[config.mk]
export PLATFORM = sky130hd
export DESIGN_NAME = ulf_line_format
export DESIGN_NICKNAME = d
export VERILOG_FILES = /design/src/design/ulf_pkg.sv /design/src/design/ulf_line_format.sv /design/src/design/ulf_tx_framer.sv
export SDC_FILE = /design/constraint.sdc
export NUM_CORES = 1
export LEC_CHECK = 0
export ABC_AREA = 1
export BUFFER_PORTS_ARGS = -buffer_cell sky130_fd_sc_hd__buf_2
export CAP_MARGIN = 30
export CORE_UTILIZATION = 54
export CTS_BUF_LIST = sky130_fd_sc_hd__clkbuf_8
export DETAILED_ROUTE_END_ITERATION = 12
export GPL_TIMING_DRIVEN = 0
export PLACE_DENSITY_LB_ADDON = 0.05
export SLEW_MARGIN = 20
export SYNTH_ARGS = -nofsm -noshare
export SYNTH_HDL_FRONTEND = slang
export SYNTH_SLANG_ARGS = --single-unit
[constraint.sdc]
create_clock -name core_clk -period 4.23 [get_ports core_clk]
set_input_delay 0.846 -clock core_clk [delete_from_list [all_inputs] [get_ports core_clk]]
set_output_delay 0.846 -clock core_clk [all_outputs]
set_load 0.02 [all_outputs]
[src/design/ulf_pkg.sv]
// Purpose: Shared constants, types and helpers for the line format block
// Assumes: 16x oversample tick from the baud generator, same clock domain
// Notes:   Format byte layout and timing counts live here only

package ulf_pkg;

  // ****************************************
  // Format byte layout
  // ****************************************
  localparam int          FMT_W       = 8;       // Register width
  localparam logic [7:0]  FMT_RESET   = 8'h00;   // All features off
  localparam logic [7:0]  ENH_KEY     = 8'hBF;   // Opens enhanced set
  localparam int          BIT_LATCH   = 7;       // Divisor latch access
  localparam int          BIT_BREAK   = 6;       // Forced break
  localparam int          BIT_FORCE   = 5;       // Forced parity
  localparam int          BIT_EVEN    = 4;       // Parity type
  localparam int          BIT_PAR_EN  = 3;       // Parity enable
  localparam int          BIT_STOP    = 2;       // Long stop
  localparam int          LEN_HI      = 1;       // Word length msb
  localparam int          LEN_LO      = 0;       // Word length lsb

  // ****************************************
  // Timing counts
  // ****************************************
  localparam logic [5:0]  BIT_TICKS   = 6'h10;   // Ticks per bit time
  localparam logic [5:0]  STOP1_TICKS = 6'h10;   // One stop bit
  localparam logic [5:0]  STOP15_TICKS = 6'h18;  // One and a half
  localparam logic [5:0]  STOP2_TICKS = 6'h20;   // Two stop bits
  localparam logic [3:0]  WLEN_BASE   = 4'h5;    // Shortest word
  localparam logic [1:0]  LEN_5BIT    = 2'h0;    // 5-bit code
  localparam logic [1:0]  FIFO_CLR_CYCLES = 2'h2; // Least clear length

  // Transmit framer states, Gray along the frame when parity is on (data to stop without parity changes two bits)
  typedef enum logic [2:0] {
    ST_IDLE   = 3'h0,
    ST_START  = 3'h1,
    ST_DATA   = 3'h3,
    ST_PARITY = 3'h2,
    ST_STOP   = 3'h6
  } ulf_tx_state_e;

  // ****************************************
  // Helpers
  // ****************************************
  // Data bits per character
  function automatic logic [3:0] word_bits(input logic [7:0] fmt);
    word_bits = WLEN_BASE + {2'h0, fmt[LEN_HI:LEN_LO]};
  endfunction : word_bits

  // Stop length in 16x ticks
  function automatic logic [5:0] stop_ticks(input logic [7:0] fmt);
    if (!fmt[BIT_STOP])
      stop_ticks = STOP1_TICKS;
    else if (fmt[LEN_HI:LEN_LO] == LEN_5BIT)
      stop_ticks = STOP15_TICKS;
    else
      stop_ticks = STOP2_TICKS;
  endfunction : stop_ticks

  // Parity bit for the active word length
  function automatic logic parity_bit(input logic [7:0] fmt,
                                      input logic [7:0] data);
    logic [7:0] mask;
    logic       ones;
    mask = 8'hFF >> (4'h8 - word_bits(fmt));
    ones = ^(data & mask);
    if (fmt[BIT_FORCE])
      parity_bit = ~fmt[BIT_EVEN];
    else if (fmt[BIT_EVEN])
      parity_bit = ones;
    else
      parity_bit = ~ones;
  endfunction : parity_bit

endpackage : ulf_pkg

[src/design/ulf_line_format.sv]
// Purpose: Line format register, register-set selection, transmit framing
//          and receive format/parity checking for one serial channel
// Assumes: All inputs come from logic on core_clk; the register port is
//          the decoded write/read path of the host serial interface
// Notes:   Format changes apply from the next character start; set selection acts from the next clock edge, break on the line one edge later

`timescale 1ns/10ps
`default_nettype none

module ulf_line_format (
  // Clock and reset
  input  wire logic       core_clk,
  input  wire logic       rst,
  // Format register access
  input  wire logic       fmt_wr,
  input  wire logic [7:0] fmt_wdata,
  output logic      [7:0] fmt_rdata,
  // Register set selection
  output logic            divisor_latch_en,
  output logic            bank_normal,
  output logic            bank_special,
  output logic            bank_enhanced,
  // Baud timing
  input  wire logic       tick16,
  // Transmit side
  input  wire logic       tx_valid,
  input  wire logic [7:0] tx_data,
  output logic            tx_ready,
  output logic            tx_line,
  // Receive format and check
  input  wire logic       rx_char_start,
  output logic      [3:0] rx_word_bits,
  output logic      [5:0] rx_stop_ticks,
  output logic            rx_parity_en,
  input  wire logic       rx_check_valid,
  input  wire logic [7:0] rx_data,
  input  wire logic       rx_parity_in,
  output logic            rx_parity_err,
  // FIFO clear
  input  wire logic       tx_fifo_rst_req,
  input  wire logic       rx_fifo_rst_req,
  output logic            tx_fifo_clr,
  output logic            rx_fifo_clr
);

  // ****************************************
  // Helpers
  // ****************************************
  // Next value of a FIFO clear counter
  function automatic logic [1:0] clr_next(input logic       req,
                                          input logic [1:0] cnt);
    if (req)
      clr_next = ulf_pkg::FIFO_CLR_CYCLES;
    else if (cnt != 2'h0)
      clr_next = cnt - 2'h1;
    else
      clr_next = 2'h0;
  endfunction : clr_next

  // ****************************************
  // Format register and register-set map
  // ****************************************
  logic [7:0] fmt;                 // Live line format byte
  logic [7:0] next_fmt;            // Next format byte
  logic       next_latch;          // Next divisor latch access
  logic       next_normal;         // Next normal set select
  logic       next_special;        // Next special set select
  logic       next_enhanced;       // Next enhanced set select

  // Write takes effect next edge; maps follow the same byte
  always_comb begin
    next_fmt = fmt_wr ? fmt_wdata : fmt;
    next_latch    = next_fmt[ulf_pkg::BIT_LATCH];
    // Exactly one set is mapped at any time
    next_enhanced = (next_fmt == ulf_pkg::ENH_KEY);
    next_special  = next_fmt[ulf_pkg::BIT_LATCH]
                    && !next_enhanced;
    next_normal   = !next_fmt[ulf_pkg::BIT_LATCH];
  end

  // Register format and maps
  always_ff @(posedge core_clk or posedge rst) begin
    if (rst) begin
      fmt              <= ulf_pkg::FMT_RESET;
      divisor_latch_en <= 1'b0;
      bank_normal      <= 1'b1;
      bank_special     <= 1'b0;
      bank_enhanced    <= 1'b0;
    end else begin
      fmt              <= next_fmt;
      divisor_latch_en <= next_latch;
      bank_normal      <= next_normal;
      bank_special     <= next_special;
      bank_enhanced    <= next_enhanced;
    end
  end

  // Readback is the stored byte itself
  assign fmt_rdata = fmt;

  // ****************************************
  // Transmit framing
  // ****************************************
  // Framer freezes format per character, break uses live bit
  ulf_tx_framer i_ulf_tx_framer (
    .core_clk (core_clk),
    .rst      (rst),
    .fmt      (fmt),
    .tick     (tick16),
    .tx_valid (tx_valid),
    .tx_data  (tx_data),
    .tx_ready (tx_ready),
    .tx_line  (tx_line)
  );

  // ****************************************
  // Receive format and parity check
  // ****************************************
  logic [7:0] rx_fmt;              // Format frozen at receive start
  logic [7:0] next_rx_fmt;         // Next frozen format
  logic [3:0] next_rx_bits;        // Next data bit count
  logic [5:0] next_rx_stop;        // Next stop length
  logic       next_rx_par_en;      // Next parity enable
  logic       next_rx_err;         // Next parity error flag

  // Snapshot on start; check uses the frozen copy
  always_comb begin
    next_rx_fmt    = rx_char_start ? fmt : rx_fmt;
    next_rx_bits   = ulf_pkg::word_bits(next_rx_fmt);
    next_rx_stop   = ulf_pkg::stop_ticks(next_rx_fmt);
    next_rx_par_en = next_rx_fmt[ulf_pkg::BIT_PAR_EN];
    next_rx_err    = rx_parity_err;
    if (rx_check_valid) begin
      // Without parity nothing can be flagged
      if (rx_fmt[ulf_pkg::BIT_PAR_EN])
        next_rx_err = rx_parity_in
                      != ulf_pkg::parity_bit(rx_fmt, rx_data);
      else
        next_rx_err = 1'b0;
    end
  end

  // Register receive state
  always_ff @(posedge core_clk or posedge rst) begin
    if (rst) begin
      rx_fmt        <= ulf_pkg::FMT_RESET;
      rx_word_bits  <= ulf_pkg::WLEN_BASE;
      rx_stop_ticks <= ulf_pkg::STOP1_TICKS;
      rx_parity_en  <= 1'b0;
      rx_parity_err <= 1'b0;
    end else begin
      rx_fmt        <= next_rx_fmt;
      rx_word_bits  <= next_rx_bits;
      rx_stop_ticks <= next_rx_stop;
      rx_parity_en  <= next_rx_par_en;
      rx_parity_err <= next_rx_err;
    end
  end

  // ****************************************
  // FIFO clear stretchers
  // ****************************************
  logic [1:0] tx_clr_cnt;          // Transmit clear cycles left
  logic [1:0] rx_clr_cnt;          // Receive clear cycles left
  logic [1:0] next_tx_clr_cnt;     // Next transmit count
  logic [1:0] next_rx_clr_cnt;     // Next receive count

  // A request restarts the full clear window
  always_comb begin
    next_tx_clr_cnt = clr_next(tx_fifo_rst_req, tx_clr_cnt);
    next_rx_clr_cnt = clr_next(rx_fifo_rst_req, rx_clr_cnt);
  end

  // Clear outputs are flops, high while count runs
  always_ff @(posedge core_clk or posedge rst) begin
    if (rst) begin
      tx_clr_cnt  <= 2'h0;
      rx_clr_cnt  <= 2'h0;
      tx_fifo_clr <= 1'b0;
      rx_fifo_clr <= 1'b0;
    end else begin
      tx_clr_cnt  <= next_tx_clr_cnt;
      rx_clr_cnt  <= next_rx_clr_cnt;
      tx_fifo_clr <= (next_tx_clr_cnt != 2'h0);
      rx_fifo_clr <= (next_rx_clr_cnt != 2'h0);
    end
  end
endmodule : ulf_line_format

`default_nettype wire

[src/design/ulf_tx_framer.sv]
// Purpose: Serialises one character with the latched line format
// Assumes: tick is a one-cycle 16x oversample strobe on core_clk
// Notes:   Break uses the live format so it acts between characters too

`timescale 1ns/10ps
`default_nettype none

module ulf_tx_framer (
  // Clock and reset
  input  wire logic       core_clk,
  input  wire logic       rst,
  // Format
  input  wire logic [7:0] fmt,
  input  wire logic       tick,
  // Character in
  input  wire logic       tx_valid,
  input  wire logic [7:0] tx_data,
  output logic            tx_ready,
  // Line
  output logic            tx_line
);

  // ****************************************
  // Frame state
  // ****************************************
  ulf_pkg::ulf_tx_state_e st, next_st;     // Frame phase
  logic [7:0]  snap, next_snap;            // Format for this char
  logic [7:0]  shreg, next_shreg;          // Data bits, lsb first
  logic        par, next_par;              // Parity for this char
  logic [2:0]  bit_idx, next_bit_idx;      // Data bit index
  logic [5:0]  tcnt, next_tcnt;            // Ticks in current bit
  logic        next_line;                  // Line level to register
  logic        bit_end;                    // Last tick of a bit time

  assign bit_end  = tick && (tcnt == ulf_pkg::BIT_TICKS - 6'h1);
  assign tx_ready = (st == ulf_pkg::ST_IDLE);

  // Next frame state
  always_comb begin
    next_st      = st;
    next_snap    = snap;
    next_shreg   = shreg;
    next_par     = par;
    next_bit_idx = bit_idx;
    next_tcnt    = tick ? tcnt + 6'h1 : tcnt;
    next_line    = 1'b1;
    case (st)
      ulf_pkg::ST_IDLE: begin
        next_tcnt = 6'h0;
        if (tx_valid) begin
          // Format is frozen here for the whole character
          next_snap  = fmt;
          next_shreg = tx_data;
          next_par   = ulf_pkg::parity_bit(fmt, tx_data);
          next_st    = ulf_pkg::ST_START;
        end
      end
      ulf_pkg::ST_START: begin
        next_line = 1'b0;
        if (bit_end) begin
          next_tcnt    = 6'h0;
          next_bit_idx = 3'h0;
          next_st      = ulf_pkg::ST_DATA;
        end
      end
      ulf_pkg::ST_DATA: begin
        next_line = shreg[0];
        if (bit_end) begin
          next_tcnt  = 6'h0;
          next_shreg = {1'b0, shreg[7:1]};
          if ({1'b0, bit_idx} == ulf_pkg::word_bits(snap) - 4'h1) begin
            // Parity slot only when enabled
            next_st = snap[ulf_pkg::BIT_PAR_EN] ? ulf_pkg::ST_PARITY
                                                : ulf_pkg::ST_STOP;
          end else begin
            next_bit_idx = bit_idx + 3'h1;
          end
        end
      end
      ulf_pkg::ST_PARITY: begin
        next_line = par;
        if (bit_end) begin
          next_tcnt = 6'h0;
          next_st   = ulf_pkg::ST_STOP;
        end
      end
      ulf_pkg::ST_STOP: begin
        next_line = 1'b1;
        // 16x tick granularity covers the 1.5 stop case
        if (tick && tcnt == ulf_pkg::stop_ticks(snap) - 6'h1) begin
          next_tcnt = 6'h0;
          next_st   = ulf_pkg::ST_IDLE;
        end
      end
      default: begin
        next_st = ulf_pkg::ST_IDLE;
      end
    endcase
    // Break overrides everything while the bit stays set
    if (fmt[ulf_pkg::BIT_BREAK])
      next_line = 1'b0;
  end

  // Register frame state
  always_ff @(posedge core_clk or posedge rst) begin
    if (rst) begin
      st      <= ulf_pkg::ST_IDLE;
      snap    <= ulf_pkg::FMT_RESET;
      shreg   <= 8'h00;
      par     <= 1'b0;
      bit_idx <= 3'h0;
      tcnt    <= 6'h0;
      tx_line <= 1'b1;
    end else begin
      st      <= next_st;
      snap    <= next_snap;
      shreg   <= next_shreg;
      par     <= next_par;
      bit_idx <= next_bit_idx;
      tcnt    <= next_tcnt;
      tx_line <= next_line;
    end
  end

  // ****************************************
  // Checks
  // ****************************************
  logic [7:0] chk_data;   // Original data, kept for the parity check
  logic [5:0] chk_stop;   // Ticks seen in the stop phase
  logic [3:0] chk_bits;   // Data bits completed, apart from bit_idx
  always_ff @(posedge core_clk or posedge rst) begin
    if (rst) begin
      chk_data <= 8'h00;
      chk_stop <= 6'h0;
      chk_bits <= 4'h0;
    end else begin
      if (st == ulf_pkg::ST_IDLE && tx_valid)
        chk_data <= tx_data;
      if (st != ulf_pkg::ST_STOP)
        chk_stop <= 6'h0;
      else if (tick)
        chk_stop <= chk_stop + 6'h1;
      // Own count, so a broken bit index cannot hide itself
      if (st != ulf_pkg::ST_DATA)
        chk_bits <= 4'h0;
      else if (bit_end)
        chk_bits <= chk_bits + 4'h1;
    end
  end
endmodule : ulf_tx_framer

`default_nettype wire

==> run metrics, run 1 <==
status=completed; maxcap violations=0; Slew @ Worst Pin=0.683 ns; fraction of layout cells with a size suffix above 1=0.229; Final Hold Viols=0; ANT nets after route=0; Critical Setup Path Class=register to output port; Slew headroom=0.545; post-CTS resize count=0; gr usage total=0.223; distinct cell type count after synthesis=34; FP Rows=26; # setup viols final=0; Fmax achieved=476 MHz; Total Power=2020 uW; Residual DRC=0; Worst Path Max Fanout=4; clk root buf=clkbuf_8; worst-case clock buffer depth=2; ant diodes=0; GR Overflow Total=0; initial antenna violation count=0; final worst clock skew=0.00421 ns; Synth Instances=370; Critical Path End Type=output port; CTS buffer count=9; DRT iter0 DRCs=112; Area Overhead vs Synth=21.4%; Skew-Pair Late Insertion Delay=0.33 ns; min-delay worst type=register to register; Leak=0.00196 uW; Power per Cell Area=566 nW/um^2; Avg Cell Area, Syn=7.96 sq um; Post-CTS Setup Bufs=0; Slew Limit Fails=0; routability congestion estimate=0.787; via/cell ratio=4.86; crit path DAT=1.25 ns; Tmin final=2.10 ns; Netlist Area Pre-Place=2950 sq um; H-tree depth=3; initial core utilization=0.570; clk sinks=57; first-pass GRT wire length=9.50 mm; Req. time, crit path=3.38 ns; non-filler cells, final=516; port buffer count=58; routed len/inst=11.2 microns; via count=2508; core area=5170 sq um; Final #Nets=479; unrepaired setup endpoints after global routing=false; post-DP HPWL=4.28 mm; register area share after synthesis=0.486; Max VDD drop=0.358 mV; Routed WL=5.80 mm; Hold WS=0.431 ns; Die X=75.9 microns; Final Cycle Share=0.497; Yosys reg bits=57; dpl cells=500; Top Ports=62; Detailed Routing Iterations Pass 1=4; TNS Setup=0 ns; pin count of the biggest net entering global routing=58; Yosys warnings=0; die footprint=5760 sq um; vias in the first global route=2251; CTS tree=done; Critical Path Start Type=register; Die Y=75.9 microns; Clock Pin Slew Worst Setup and Hold Paths=0.06 ns; post-cts hold buffer count=0
[worst max-delay path, stage by stage (launching register included)]
cell	delay (ns)
dfrtp_1	0.42
nor2_2	0.16
nand2_1	0.13
inv_1	0.07
buf_2	0.15
[cells in the mapped netlist]
master | n | area, sq um
a31o_2 | 1 | 8.76
conb_1 | 1 | 3.75
nand3_1 | 29 | 145
inv_2 | 3 | 11.3
nand3_2 | 2 | 20.0
nor3_1 | 5 | 25.0
nand3b_1 | 1 | 7.51
ha_1 | 4 | 50.1
o21ai_4 | 1 | 16.3
buf_2 | 2 | 10.0
xor2_1 | 4 | 35.0
a21oi_2 | 1 | 8.76
dfrtp_1 | 52 | 1300
buf_4 | 4 | 30.0
clkbuf_1 | 1 | 3.75
dfstp_2 | 5 | 131
nor2_4 | 2 | 22.5
a21oi_4 | 1 | 16.3
xnor2_1 | 4 | 35.0
o21ai_2 | 1 | 8.76
inv_1 | 71 | 267
nand2_1 | 94 | 353
o211ai_1 | 6 | 45.0
a21oi_1 | 9 | 45.0
o21ai_0 | 27 | 135
nor2_1 | 27 | 101
mux2_2 | 1 | 11.3
mux2i_1 | 2 | 20.0
nand3_4 | 1 | 17.5
o21a_1 | 1 | 7.51
nand4_1 | 4 | 25.0
nor2_2 | 1 | 6.26
buf_6 | 1 | 11.3
nand3b_2 | 1 | 11.3
[kinds of logic (layout without fill, tap and decap cells)]
kind of cell    Yosys count  count (layout)  synth area share
compound gates           48              48            0.0989
xor+xnor                  8               8            0.0238
fa+ha+maj                 4               4            0.0170
buf+inv                  82             156             0.113
flops                    57              57             0.486
mux                       3               3            0.0106
other cells               1               3           0.00127
simple gates            167             167             0.249
[layout make-up]
type,count,area (sq um)
Buffer,8,55.1
Clock buffer,10,138
Clock inverter,6,106
Fill cell,417,1590
Inverter,74,280
Multi-Input combinational cell,233,1190
Sequential cell,57,1430
Tap cell,70,87.6
Timing Repair Buffer,58,290
[worst paths after layout]
path,startpoint,endpoint,slack (ns),depth (start not counted)
max reg2reg,i_ulf_tx_framer.tcnt[0],i_ulf_tx_framer.bit_idx[2],2.63,8
max,i_ulf_tx_framer.st[1],tx_ready,2.13,4
min,tx_clr_cnt[0],tx_clr_cnt[0],0.43,1
max in group asynchronous,rst,i_ulf_tx_framer.tcnt[0],3.15,2
min reg2reg,tx_clr_cnt[0],tx_clr_cnt[0],0.43,1
min in group asynchronous,rst,tx_fifo_clr,0.62,2
[state kept, by name, indices dropped and copies added (netlist names), 3 cells and up]
| name | flops |
|---|---|
| rx_word_bits | 4 |
| fmt_rdata | 7 |
| rx_stop_ticks | 3 |
| i_ulf_tx_framer.snap | 4 |
| i_ulf_tx_framer.tcnt | 6 |
| i_ulf_tx_framer.shreg | 8 |
| i_ulf_tx_framer.st | 3 |
| rx_fmt | 6 |
| i_ulf_tx_framer.bit_idx | 3 |
[power by group]
| group | switching, uW | internal [uW] |
|---|---|---|
| Clock | 213 | 404 |
| Combinational | 398 | 219 |
| Sequential | 91.0 | 700 |
| Total | 702 | 1320 |
[metal layers]
layer | part of all wire | GRT usage | vias up
li1 | - | - | 1286
met1 | 0.48 | 0.300 | 1160
met2 | 0.46 | 0.349 | 53
met3 | 0.044 | 0.0503 | 9
met4 | 0.016 | 0.0926 | 0
met5 | 0 | 0 | -
[cell usage in the layout (no fill, tap or decap), types with 2 or more instances in the layout]
cell        n
o211ai_1    6
inv_1      71
buf_2      60
inv_2       3
dfrtp_1    52
nor2_4      2
nor3_1      5
o21ai_0    27
xnor2_1     4
ha_1        4
xor2_1      4
conb_1      3
dfstp_2     5
nand2_1    94
mux2i_1     2
nand4_1     4
nor2_1     27
nand3_1    29
bufinv_16   3
clkbuf_8   10
a21oi_1     9
nand3_2     2
buf_4       4
[metrics by stage]
stage          worst slack [ns]  area (sq um)   util
2_1_floorplan              1.99          2950      -
3_3_place_gp               1.30          3330  0.644
3_5_place_dp               2.18          3330  0.645
4_1_cts                    2.12          3580  0.692
5_1_grt                    2.06          3580  0.692
6_report                   2.13          3580  0.692
Power figures use the tool's default switching activity.
==> run 2, diff against run 1 <==
Settings changed: ABC_AREA 1 to 0.
Clock period 4.23 ns to 2.1 ns, I/O delays scaled along.
==> run metrics, run 2 <==
H-tree depth=3; Power per Cell Area=1100 nW/um^2; Req. time, crit path=1.68 ns; Worst Setup EP=tx_ready; Critical Path Start Type=register; min-delay worst type=input port to asynchronous set/reset pin; Detailed Routing Iterations Pass 1=4; Die X=72.8 microns; Slew @ Worst Pin=0.682 ns; routed len/inst=13.1 microns; fraction of registers with async set/reset=1.00; pin count of the biggest net entering global routing=58; Leak=0.00161 uW; post-synth top area cell=dfrtp_1; via/cell ratio=5.18; Yosys warnings=0; Fmax achieved=536 MHz; via count=1952; ANT nets after route=0; fraction of layout cells with a size suffix above 1=0.335; FP Rows=25; first-pass GRT wire length=7.77 mm; slowest CP cell=dfrtp_1; Routed WL=4.92 mm; synth cell count leaders=dfrtp_1, nor2_1, mux2_2, nand2_1; Post-synth EDFFs=0; Critical Path End Type=output port; Die Y=72.8 microns; CTS tree=done; Slew Limit Fails=0; initial antenna violation count=0; Avg Cell Area, Syn=11.4 sq um; most frequent cells in the layout=buf_2, dfrtp_1, nor2_1, nand2_1, mux2_2; Worst Path Max Fanout=10; # setup viols final=0; Worst R2R Setup Slack=0.30 ns; most common cell in the synthesized netlist=dfrtp_1; Logic pwr share=0.303; Slew headroom=0.545; status=completed; Area Overhead vs Synth=20.1%; Skew-Pair Late Insertion Delay=0.33 ns; worst-case clock buffer depth=2; Post-CTS Setup Bufs=0; top-area cell type share of the netlist area=0.481; Final Cycle Share=0.889; max reg flops=8; most area-consuming cells after synthesis=dfrtp_1, mux2_2, dfstp_2; register area share after synthesis=0.529; port buffer count=55; Sw Pwr=1190 uW; Netlist Area Pre-Place=2710 sq um; maxcap violations=0; DRT iter0 DRCs=88; Setup WS pre-CTS=0.298 ns; largest register by flop count=i_ulf_tx_framer.shreg; Synth Instances=238; ant diodes=0; distinct cell type count after synthesis=48; Final Hold Viols=0; Pint=2390 uW; part of the power in registers=0.445; Final #Nets=344; die footprint=5300 sq um; non-filler cells, final=377; Critical Path Max Stage Delay=0.41 ns; sw frac=0.332; post-CTS resize count=0; final worst clock skew=0.00642 ns; Clock Pin Slew Worst Setup and Hold Paths=0.06 ns; Max VDD drop=0.651 mV; vias in the first global route=1797; clk sinks=57; cell-by-cell trace of the critical path=buf_1 -> nor3_1 -> buf_2; Critical Setup Path Class=register to output port; Top Ports=62; cell count of the worst reg-to-reg path=6; Residual DRC=0; prevailing post-synth register cell=dfrtp_1; Tmin final=1.87 ns; initial core utilization=0.566; gr usage total=0.200; post-DP HPWL=3.49 mm; routability congestion estimate=0.757; Reg2Reg Launch Point=i_ulf_tx_framer.tcnt[0]; core area=4790 sq um; GR Overflow Total=0; most common cell after layout, fill and taps aside=buf_2; crit path DAT=1.45 ns; clock power share=0.252; Yosys reg bits=57; CTS buffer count=9; Crit. Startpoint=i_ulf_tx_framer.st[0]; clk root buf=clkbuf_8; reg2reg end=i_ulf_tx_framer.tcnt[1]; final setup margin=0.233 ns; post-cts hold buffer count=0; dpl cells=362; unrepaired setup endpoints after global routing=false
-- run 2: cell type report --
type                    instances  area, sq um
plain buffers                  12         73.8
clock buffers                  12          165
clock inverters                 3         11.3
fillers                       390         1530
inverters                      10         40.0
multi-input cells             161         1170
flip-flops and latches         57         1430
well taps                      67         83.8
repair buffers                 55          275
-- run 2: routing by layer --
metal | vias to the layer above | wire (microns) | part of all wire | global-route usage
met2 | 64 | 2300 | 0.47 | 0.318
met3 | 15 | 229 | 0.047 | 0.0511
met1 | 926 | 2270 | 0.46 | 0.247
met5 | - | 0 | 0 | 0
li1 | 947 | - | - | -
met4 | 0 | 120 | 0.024 | 0.120
-- run 2: cell families (layout without fill, tap and decap cells) --
group           count (synthesis)  after routing  share of synthesized area
mux                            25             25                     0.0984
flops                          57             57                      0.529
xor+xnor                       20             20                     0.0776
fa+ha+maj                       4              4                     0.0185
other cells                     1              3                    0.00138
compound gates                 40             40                      0.109
buf+inv                        22             92                     0.0411
simple gates                   69             69                      0.125
-- run 2: worst min-delay path by stage --
stage,to,start
detailed placement,rx_clr_cnt[0],rx_clr_cnt[0]
finish,tx_clr_cnt[0],rst
global route,tx_clr_cnt[0],rst
global placement,tx_clr_cnt[0],tx_clr_cnt[0]
floorplan,rx_clr_cnt[0],rx_clr_cnt[0]
CTS,tx_clr_cnt[0],rst
-- run 2: power groups by stage --
stage	registers [uW]	logic [uW]	clock network, uW
final	1590	1090	902
after global routing	1630	1210	961
after CTS	1600	1100	927
after detailed placement	1610	1100	0
after global placement	1610	1070	0
after floorplan	1650	775	0
-- run 2: metrics by stage --
stage	total power, uW	hold WS, ns	TNS [ns]	area [sq um]	utilization
final	3580	0.190	0	3250	0.680
after global routing	3800	0.260	0	3250	0.680
after CTS	3630	0.219	0	3250	0.680
after detailed placement	2710	0.423	0	3080	0.643
after global placement	2680	0.421	-22.68	3070	0.642
after floorplan	2420	0.406	0	2720	-
-- run 2: critical path: cells and delay by family, from the launching register on --
kind / cells / cell delay, ns
buffers and inverters: 2 / 0.44
flip-flops: 1 / 0.41
AND/OR/NAND/NOR: 1 / 0.27
